===== src/pkg/twm_pkg.sv =====
// Constants shared by the 16-bit timer waveform block.
package twm_pkg;

  // ****************************************
  // Register map and field layout
  // ****************************************
  localparam logic [7:0] TWM_OFF_CTRL  = 8'h00;
  localparam logic [7:0] TWM_OFF_FORCE = 8'h04;
  localparam logic [7:0] TWM_OFF_COUNT = 8'h08;
  localparam logic [7:0] TWM_OFF_CMPA  = 8'h0C;
  localparam logic [7:0] TWM_OFF_CMPB  = 8'h10;
  localparam logic [7:0] TWM_OFF_CAPT  = 8'h14;
  localparam logic [7:0] TWM_OFF_FLAGS = 8'h18;
  localparam logic [7:0] TWM_OFF_PORT  = 8'h1C;

  localparam int unsigned TWM_MODE_LSB  = 0;
  localparam int unsigned TWM_COMA_LSB  = 4;
  localparam int unsigned TWM_COMB_LSB  = 6;
  localparam int unsigned TWM_FLG_OVF   = 0;
  localparam int unsigned TWM_FLG_CMPA  = 1;
  localparam int unsigned TWM_FLG_CMPB  = 2;
  localparam int unsigned TWM_FLG_CAPT  = 3;
  localparam int unsigned TWM_PORT_DIR  = 2;

  // ****************************************
  // Waveform modes and output actions
  // ****************************************
  localparam logic [3:0] TWM_MODE_NORMAL    = 4'h0;
  localparam logic [3:0] TWM_MODE_CLR_A     = 4'h4;
  localparam logic [3:0] TWM_MODE_FAST8     = 4'h5;
  localparam logic [3:0] TWM_MODE_FAST9     = 4'h6;
  localparam logic [3:0] TWM_MODE_FAST10    = 4'h7;
  localparam logic [3:0] TWM_MODE_CLR_CAPT  = 4'hC;
  localparam logic [3:0] TWM_MODE_FAST_CAPT = 4'hE;
  localparam logic [3:0] TWM_MODE_FAST_A    = 4'hF;

  localparam logic [1:0] TWM_COM_OFF    = 2'h0;
  localparam logic [1:0] TWM_COM_TOGGLE = 2'h1;
  localparam logic [1:0] TWM_COM_CLEAR  = 2'h2;
  localparam logic [1:0] TWM_COM_SET    = 2'h3;

  // ****************************************
  // Counter values and reset values
  // ****************************************
  localparam logic [15:0] TWM_TOP_8    = 16'h00FF;
  localparam logic [15:0] TWM_TOP_9    = 16'h01FF;
  localparam logic [15:0] TWM_TOP_10   = 16'h03FF;
  localparam logic [15:0] TWM_MAX      = 16'hFFFF;
  localparam logic [15:0] TWM_BOTTOM   = 16'h0000;
  localparam logic [15:0] TWM_RST_CNT  = 16'h0000;
  localparam logic [7:0]  TWM_RST_CTRL = 8'h00;
  localparam logic [1:0]  TWM_RST_LAT  = 2'h0;

endpackage


===== src/hw/twm_timer.sv =====
// Waveform generator of a 16-bit timer with an APB register slave.
//
// Design decisions made here: register access over APB and the register offsets.
`timescale 1ns/100ps

module twm_timer
  import twm_pkg::*;
(
  input  wire logic        pclk,
  input  wire logic        presetn,
  input  wire logic        psel,
  input  wire logic        penable,
  input  wire logic        pwrite,
  input  wire logic [7:0]  paddr,
  input  wire logic [31:0] pwdata,
  output logic [31:0]      prdata,
  output logic             pready,
  output logic             pslverr,
  input  wire logic        timer_tick,
  input  wire logic        capture_event,
  output logic             pin_a_out,
  output logic             pin_a_oe,
  output logic             pin_b_out,
  output logic             pin_b_oe
);

  // ****************************************
  // APB decode
  // ****************************************
  logic [7:0]  ctrl;
  logic [15:0] counter_value;
  logic [15:0] capture_value;
  logic [15:0] cmp_buf [2];
  logic [15:0] cmp_act [2];
  logic [3:0]  flags;
  logic [3:0]  port_reg;
  logic [1:0]  latch;
  logic [1:0]  next_latch;
  logic [31:0] rd_mux;

  wire setup  = psel && !penable;
  wire wr     = psel && penable && pwrite;
  wire s_ctrl = paddr == TWM_OFF_CTRL;
  wire s_frc  = paddr == TWM_OFF_FORCE;
  wire s_cnt  = paddr == TWM_OFF_COUNT;
  wire s_cmpa = paddr == TWM_OFF_CMPA;
  wire s_cmpb = paddr == TWM_OFF_CMPB;
  wire s_capt = paddr == TWM_OFF_CAPT;
  wire s_flg  = paddr == TWM_OFF_FLAGS;
  wire s_port = paddr == TWM_OFF_PORT;
  wire hit    = s_ctrl | s_frc | s_cnt | s_cmpa | s_cmpb | s_capt | s_flg | s_port;

  // Zero wait states; unmapped addresses answer with an error.
  assign pready  = 1'b1;
  assign pslverr = psel && penable && !hit;

  // Read data is captured in the setup cycle so it comes from a flop.
  always_comb begin
    rd_mux = 32'h00000000;
    if (s_ctrl) rd_mux = {24'h000000, ctrl};
    if (s_cnt)  rd_mux = {16'h0000, counter_value};
    if (s_cmpa) rd_mux = {16'h0000, cmp_buf[0]};
    if (s_cmpb) rd_mux = {16'h0000, cmp_buf[1]};
    if (s_capt) rd_mux = {16'h0000, capture_value};
    if (s_flg)  rd_mux = {28'h0000000, flags};
    if (s_port) rd_mux = {28'h0000000, port_reg};
  end

  always_ff @(posedge pclk or negedge presetn) begin
    if (!presetn) prdata <= 32'h00000000;
    else if (setup) prdata <= rd_mux;
  end

  // ****************************************
  // Mode decode and top selection
  // ****************************************
  wire [3:0] mode  = ctrl[TWM_MODE_LSB +: 4];
  wire [1:0] com [2];
  assign com[0] = ctrl[TWM_COMA_LSB +: 2];
  assign com[1] = ctrl[TWM_COMB_LSB +: 2];

  // Counting depends only on the waveform mode, never on the output fields.
  wire fast = (mode == TWM_MODE_FAST8) || (mode == TWM_MODE_FAST9) ||
              (mode == TWM_MODE_FAST10) || (mode == TWM_MODE_FAST_CAPT) ||
              (mode == TWM_MODE_FAST_A);
  wire clr_mode = (mode == TWM_MODE_CLR_A) || (mode == TWM_MODE_CLR_CAPT);
  wire capt_top = (mode == TWM_MODE_CLR_CAPT) || (mode == TWM_MODE_FAST_CAPT);
  wire a_top    = (mode == TWM_MODE_CLR_A) || (mode == TWM_MODE_FAST_A);

  // The capture register is compared as written, so a top below the count is missed.
  logic [15:0] top;
  always_comb begin
    case (mode)
      TWM_MODE_FAST8:  top = TWM_TOP_8;
      TWM_MODE_FAST9:  top = TWM_TOP_9;
      TWM_MODE_FAST10: top = TWM_TOP_10;
      TWM_MODE_CLR_CAPT,
      TWM_MODE_FAST_CAPT: top = capture_value;
      TWM_MODE_CLR_A,
      TWM_MODE_FAST_A: top = cmp_act[0];
      default:         top = TWM_MAX;
    endcase
  end

  wire at_top  = (fast || clr_mode) && (counter_value == top);
  wire wrap    = timer_tick && at_top;
  wire cnt_wr  = wr && s_cnt;
  wire [15:0] next_count = at_top ? TWM_BOTTOM : counter_value + 16'h0001;

  // ****************************************
  // Counter
  // ****************************************
  // Software writes win over a tick in the same cycle.
  always_ff @(posedge pclk or negedge presetn) begin
    if (!presetn) counter_value <= TWM_RST_CNT;
    else if (cnt_wr) counter_value <= pwdata[15:0];
    else if (timer_tick) counter_value <= next_count;
  end

  // ****************************************
  // Control, port and capture registers
  // ****************************************
  always_ff @(posedge pclk or negedge presetn) begin
    if (!presetn) begin
      ctrl     <= TWM_RST_CTRL;
      port_reg <= 4'h0;
    end else begin
      if (wr && s_ctrl) ctrl <= pwdata[7:0];
      if (wr && s_port) port_reg <= pwdata[3:0];
    end
  end

  // Capture events load the count only when the register is not the top.
  wire cap_load = capture_event && !capt_top;
  always_ff @(posedge pclk or negedge presetn) begin
    if (!presetn) capture_value <= TWM_RST_CNT;
    else if (wr && s_capt) capture_value <= pwdata[15:0];
    else if (cap_load) capture_value <= counter_value;
  end

  // ****************************************
  // Flags (set wins over write-one-to-clear)
  // ****************************************
  logic [3:0] flag_set;
  wire  [1:0] match_ev;
  assign match_ev[0] = timer_tick && (counter_value == cmp_act[0]);
  assign match_ev[1] = timer_tick && (counter_value == cmp_act[1]);

  // In fast mode overflow marks top; otherwise only the wrap from maximum.
  always_comb begin
    flag_set = 4'h0;
    flag_set[TWM_FLG_OVF]  = fast ? wrap : (timer_tick && counter_value == TWM_MAX);
    flag_set[TWM_FLG_CMPA] = match_ev[0] || (a_top && wrap);
    flag_set[TWM_FLG_CMPB] = match_ev[1];
    flag_set[TWM_FLG_CAPT] = capt_top ? wrap : cap_load;
  end

  wire [3:0] flag_clr = (wr && s_flg) ? pwdata[3:0] : 4'h0;
  always_ff @(posedge pclk or negedge presetn) begin
    if (!presetn) flags <= 4'h0;
    else flags <= (flags & ~flag_clr) | flag_set;
  end

  // ****************************************
  // Compare channels and output latches
  // ****************************************
  wire [1:0] force_strobe = (wr && s_frc && !fast) ? pwdata[1:0] : 2'h0;

  for (genvar i = 0; i < 2; i++) begin : g_ch
    wire cmp_wr = wr && (i == 0 ? s_cmpa : s_cmpb);

    // PWM writes stay in the buffer until the counter reaches top.
    always_ff @(posedge pclk or negedge presetn) begin
      if (!presetn) begin
        cmp_buf[i] <= TWM_RST_CNT;
        cmp_act[i] <= TWM_RST_CNT;
      end else begin
        if (cmp_wr) cmp_buf[i] <= pwdata[15:0];
        if (cmp_wr && !fast) cmp_act[i] <= pwdata[15:0];
        else if (fast && wrap) cmp_act[i] <= cmp_buf[i];
      end
    end

    // The current field is used at each event, so a change acts at the next match.
    always_comb begin
      next_latch[i] = latch[i];
      if (fast) begin
        // Bottom wins over a match at top, giving a steady level when compare equals top.
        case (com[i])
          TWM_COM_CLEAR: begin
            if (wrap) next_latch[i] = 1'b1;
            else if (match_ev[i]) next_latch[i] = 1'b0;
          end
          TWM_COM_SET: begin
            if (wrap) next_latch[i] = 1'b0;
            else if (match_ev[i]) next_latch[i] = 1'b1;
          end
          TWM_COM_TOGGLE: begin
            if (i == 0 && mode == TWM_MODE_FAST_A && match_ev[i])
              next_latch[i] = !latch[i];
          end
          default: next_latch[i] = latch[i];
        endcase
      end else if (match_ev[i] || force_strobe[i]) begin
        case (com[i])
          TWM_COM_TOGGLE: next_latch[i] = !latch[i];
          TWM_COM_CLEAR:  next_latch[i] = 1'b0;
          TWM_COM_SET:    next_latch[i] = 1'b1;
          default:        next_latch[i] = latch[i];
        endcase
      end
    end

    always_ff @(posedge pclk or negedge presetn) begin
      if (!presetn) latch[i] <= 1'b0;
      else latch[i] <= next_latch[i];
    end
  end

  // ****************************************
  // Pin override
  // ****************************************
  // Direction always stays with the port bits; only the level is overridden.
  assign pin_a_out = (com[0] != TWM_COM_OFF) ? latch[0] : port_reg[0];
  assign pin_b_out = (com[1] != TWM_COM_OFF) ? latch[1] : port_reg[1];
  assign pin_a_oe  = port_reg[TWM_PORT_DIR];
  assign pin_b_oe  = port_reg[TWM_PORT_DIR + 1];
endmodule


===== config.mk =====
export PLATFORM = sky130hd
export DESIGN_NAME = twm_timer
export DESIGN_NICKNAME = d
export VERILOG_FILES = /design/src/pkg/twm_pkg.sv /design/src/hw/twm_timer.sv
export SDC_FILE = /design/constraint.sdc
export NUM_CORES = 1
export LEC_CHECK = 0
export BUFFER_PORTS_ARGS = -buffer_cell sky130_fd_sc_hd__buf_2
export CAP_MARGIN = 20
export CORE_MARGIN = 2
export CORE_UTILIZATION = 25
export CTS_BUF_LIST = sky130_fd_sc_hd__clkbuf_4
export DETAILED_ROUTE_END_ITERATION = 16
export HOLD_SLACK_MARGIN = 0.02
export PLACE_DENSITY_LB_ADDON = 0.3
export SLEW_MARGIN = 15
export SYNTH_ARGS = -nofsm -noshare
export SYNTH_HDL_FRONTEND = slang
export SYNTH_SLANG_ARGS = --single-unit

===== constraint.sdc =====
create_clock -name pclk -period 5.3 [get_ports pclk]
set_input_delay 0 -clock pclk [delete_from_list [all_inputs] [get_ports pclk]]
set_output_delay 0 -clock pclk [all_outputs]
set_load 0.005 [all_outputs]

==> results.json <==
{
  "outcome": "complete, no violations",
  "fin_crit_ns": 4.400,
  "vias": 7199,
  "dr.pass1.iters": 5,
  "syn2layout_area_growth_pct": 13.47,
  "synthTopCellsByCount": "dfrtp_1, nor2_1, nand2_1",
  "grt_pass1_vias": 6830,
  "cts_root_buffer": "clkbuf_4",
  "wl_per_cell_um": 19.89,
  "core_area_mm2": 0.03229,
  "synth.cell_area_mm2": 0.008135,
  "start_util_pct": 25.20,
  "rows": 66,
  "end_kind": "register",
  "worstSetupPathType": "register to register",
  "io_pins": 85,
  "synthFlopType": "dfrtp_1",
  "clock_latency_ns": 0.58,
  "r2r_start": "ctrl[0]$_DFFE_PN0P_",
  "setup_violations": 0,
  "drive_above_1_share_pct": 18.14,
  "fmax_mhz": 227.3,
  "fillers": 3483,
  "period_share_pct": 83.02,
  "antenna_found_initial": 0,
  "multi_input_area_mm2": 0.004392,
  "nNetsFinal": 994,
  "grt.overflow.total": 0,
  "finClkSkew_ns": 0.03344,
  "synth_top_cell_area_share_pct": 39.99,
  "port-buffer-count": 51,
  "cts_tree": "built",
  "clock_sinks": 130,
  "hold_path_class": "input pin to async pin",
  "peakVddDrop_uv": 134.7,
  "dp_hpwl_mm": 18.85,
  "clkTransAtPathRegs_ns": 0.15,
  "synth_cell_type_count": 72,
  "slew-limit-headroom_pct": 28.36,
  "synth.avg_cell_area_um2": 8.911,
  "regArea_mm2": 0.003253,
  "worstPathMaxFanout": 25,
  "critPathArrivalTime_ns": 4.83,
  "worst_slew_pin_slew_ns": 1.065,
  "drv_slew": 0,
  "crit_required_ns": 5.73,
  "cts_buffer_depth": 2,
  "pre_cts_slack_ns": 1.010,
  "die_area_mm2": 0.03400,
  "drtIter0Drc": 682,
  "synth_top_cells_by_area": "dfrtp_1, mux2_2, mux2i_1",
  "drt_wl_total_mm": 27.86,
  "synth_edf_count": 0,
  "grt_max_degree": 71,
  "leakagePower_nw": 4.114,
  "fin_tns_setup_ns": 0,
  "track_usage_pct": 16.70,
  "seq_area_frac_synth_pct": 39.99,
  "reg_top3": "cmp_act (32), cmp_buf (32)",
  "drcViolationCount": 0,
  "h-tree-depth": 4,
  "worst-r2r-cell-count": 10,
  "cts_setup_buffers": 0,
  "cap_violations": 0,
  "hold_viol": 0,
  "drt-vias-per-instance": 5.138,
  "cts_buffers": 17,
  "die_h_um": 184.4,
  "fin_ws_ns": 0.8998,
  "rsz0062_at_grt": "no",
  "antenna_left": 0,
  "yosys.area.top_type": "dfrtp_1",
  "grt_pass1_wl_mm": 42.64,
  "ys_warn_count": 0,
  "r2r-end": "cmp_act[11]$_DFFE_PN0P_",
  "synth_cells": 913,
  "cts_resized": 0,
  "synth_most_common_cell": "dfrtp_1",
  "synthArstFlopShare_pct": 100.0,
  "reg2reg_setup_slack_ns": 0.90,
  "synth-seq-cells": 130,
  "powerDensity_mw_per_mm2": 290.4,
  "diodes": 0,
  "die_w_um": 184.4,
  "place_congestion": 0.8912,
  "start_kind": "register"
}
[worst max-delay path, cell delays in order (launching register included)]
cell	delay [ns]
dfrtp_1	0.96
buf_4	0.30
mux2_1	0.32
a222oi_1	0.32
o32ai_1	0.16
or4_4	0.58
nor4_4	0.36
nand4_2	0.52
buf_4	0.44
mux2i_1	0.19
o21ai_1	0.07
[per-stage QoR]
| step | cells | cell area (um2) | total power (W) | utilization [%] | hold slack, ns |
|---|---|---|---|---|---|
| after floorplan | 928 | 8192 | 0.001705 | - | -0.2956 |
| after global placement | 1351 | 8737 | 0.001897 | 27.06 | 0.07143 |
| after detailed placement | 1351 | 8737 | 0.001906 | 27.06 | 0.06951 |
| after CTS | 1401 | 9231 | 0.002694 | 28.59 | 0.02413 |
| after global routing | 1401 | 9231 | 0.002831 | 28.59 | 0.05337 |
| final | 1401 | 9231 | 0.002681 | 28.59 | 0.02499 |
[power by group]
part	internal [W]	total [W]	leakage (nW)	switching [W]
clock network	0.000338	0.000771	0.160	0.000433
logic	0.000291	0.000656	2.34	0.000366
registers	0.00108	0.00125	1.61	0.000172
[cell families (layout without fill, tap and decap cells)]
family	count (synthesis)	count (layout)	share of synthesized area [%]
xor gates and xnor gates	34	34	3.660
AOI/OAI and AO/OA	230	230	18.39
DFF	130	130	39.99
and+or+nand+nor	304	304	18.69
muxes	91	91	11.93
adders and majority gates	1	1	0.1538
buffers and inverters	121	152	7.090
other	2	17	0.09231
[placed cells by master, fill, tap and decap left out, types with 5 or more instances in the layout]
master and count:
dfrtp_1 130, nor2_1 86, nand2_1 84, a21oi_1 64, buf_2 50, mux2_2 47
mux2i_1 43, nand3_1 32, o21ai_0 30, inv_1 28, xnor2_1 24, buf_4 23
o21ai_1 20, clkbuf_4 18, dlygate4sd3_1 18, conb_1 17, nor3_1 14, a221oi_1 14
o211ai_1 13, nor2b_1 11, a31oi_1 11, xor2_1 10, o22ai_1 10, nor4_1 9
nand4_1 8, a211o_1 8, o21a_1 8, o22a_1 7, a22oi_1 7, or4_1 6
o221ai_1 6, and2_1 5, nor3b_1 5
[layout make-up]
type / instances / share of cell area, %
multi-input cells: 677 / 47.57
flip-flops and latches: 130 / 35.24
repair buffers: 92 / 6.655
well taps: 442 / 5.991
clock inverters: 14 / 1.938
clock buffers: 18 / 1.464
inverters: 28 / 1.139
[routing by layer]
metal  vias up  wire length, um  GRT usage, %
met1      3590            13050         24.00
met4         0              785         5.568
met5         -                0             0
met2       251            12260         25.28
li1       3320                -             -
met3        38             1760         2.806
[how the worst max path moves through the flow]
stage                             start                           end  slack [ns]
finish              ctrl[0]$_DFFE_PN0P_       cmp_act[11]$_DFFE_PN0P_        0.90
global route        ctrl[0]$_DFFE_PN0P_  counter_value[8]$_DFFE_PN0P_        0.67
CTS                 ctrl[0]$_DFFE_PN0P_       cmp_act[27]$_DFFE_PN0P_        0.97
detailed placement  ctrl[0]$_DFFE_PN0P_       cmp_act[27]$_DFFE_PN0P_        1.01
global placement    ctrl[0]$_DFFE_PN0P_  counter_value[8]$_DFFE_PN0P_        1.03
floorplan           ctrl[3]$_DFFE_PN0P_  counter_value[1]$_DFFE_PN0P_        2.50
[repair_timing]
item / CTS / global route
hold endpoints to repair: 196 / 0
hold buffers: 18 / 0
setup endpoints to repair: 0 / 0
Power figures use the tool's default switching activity.
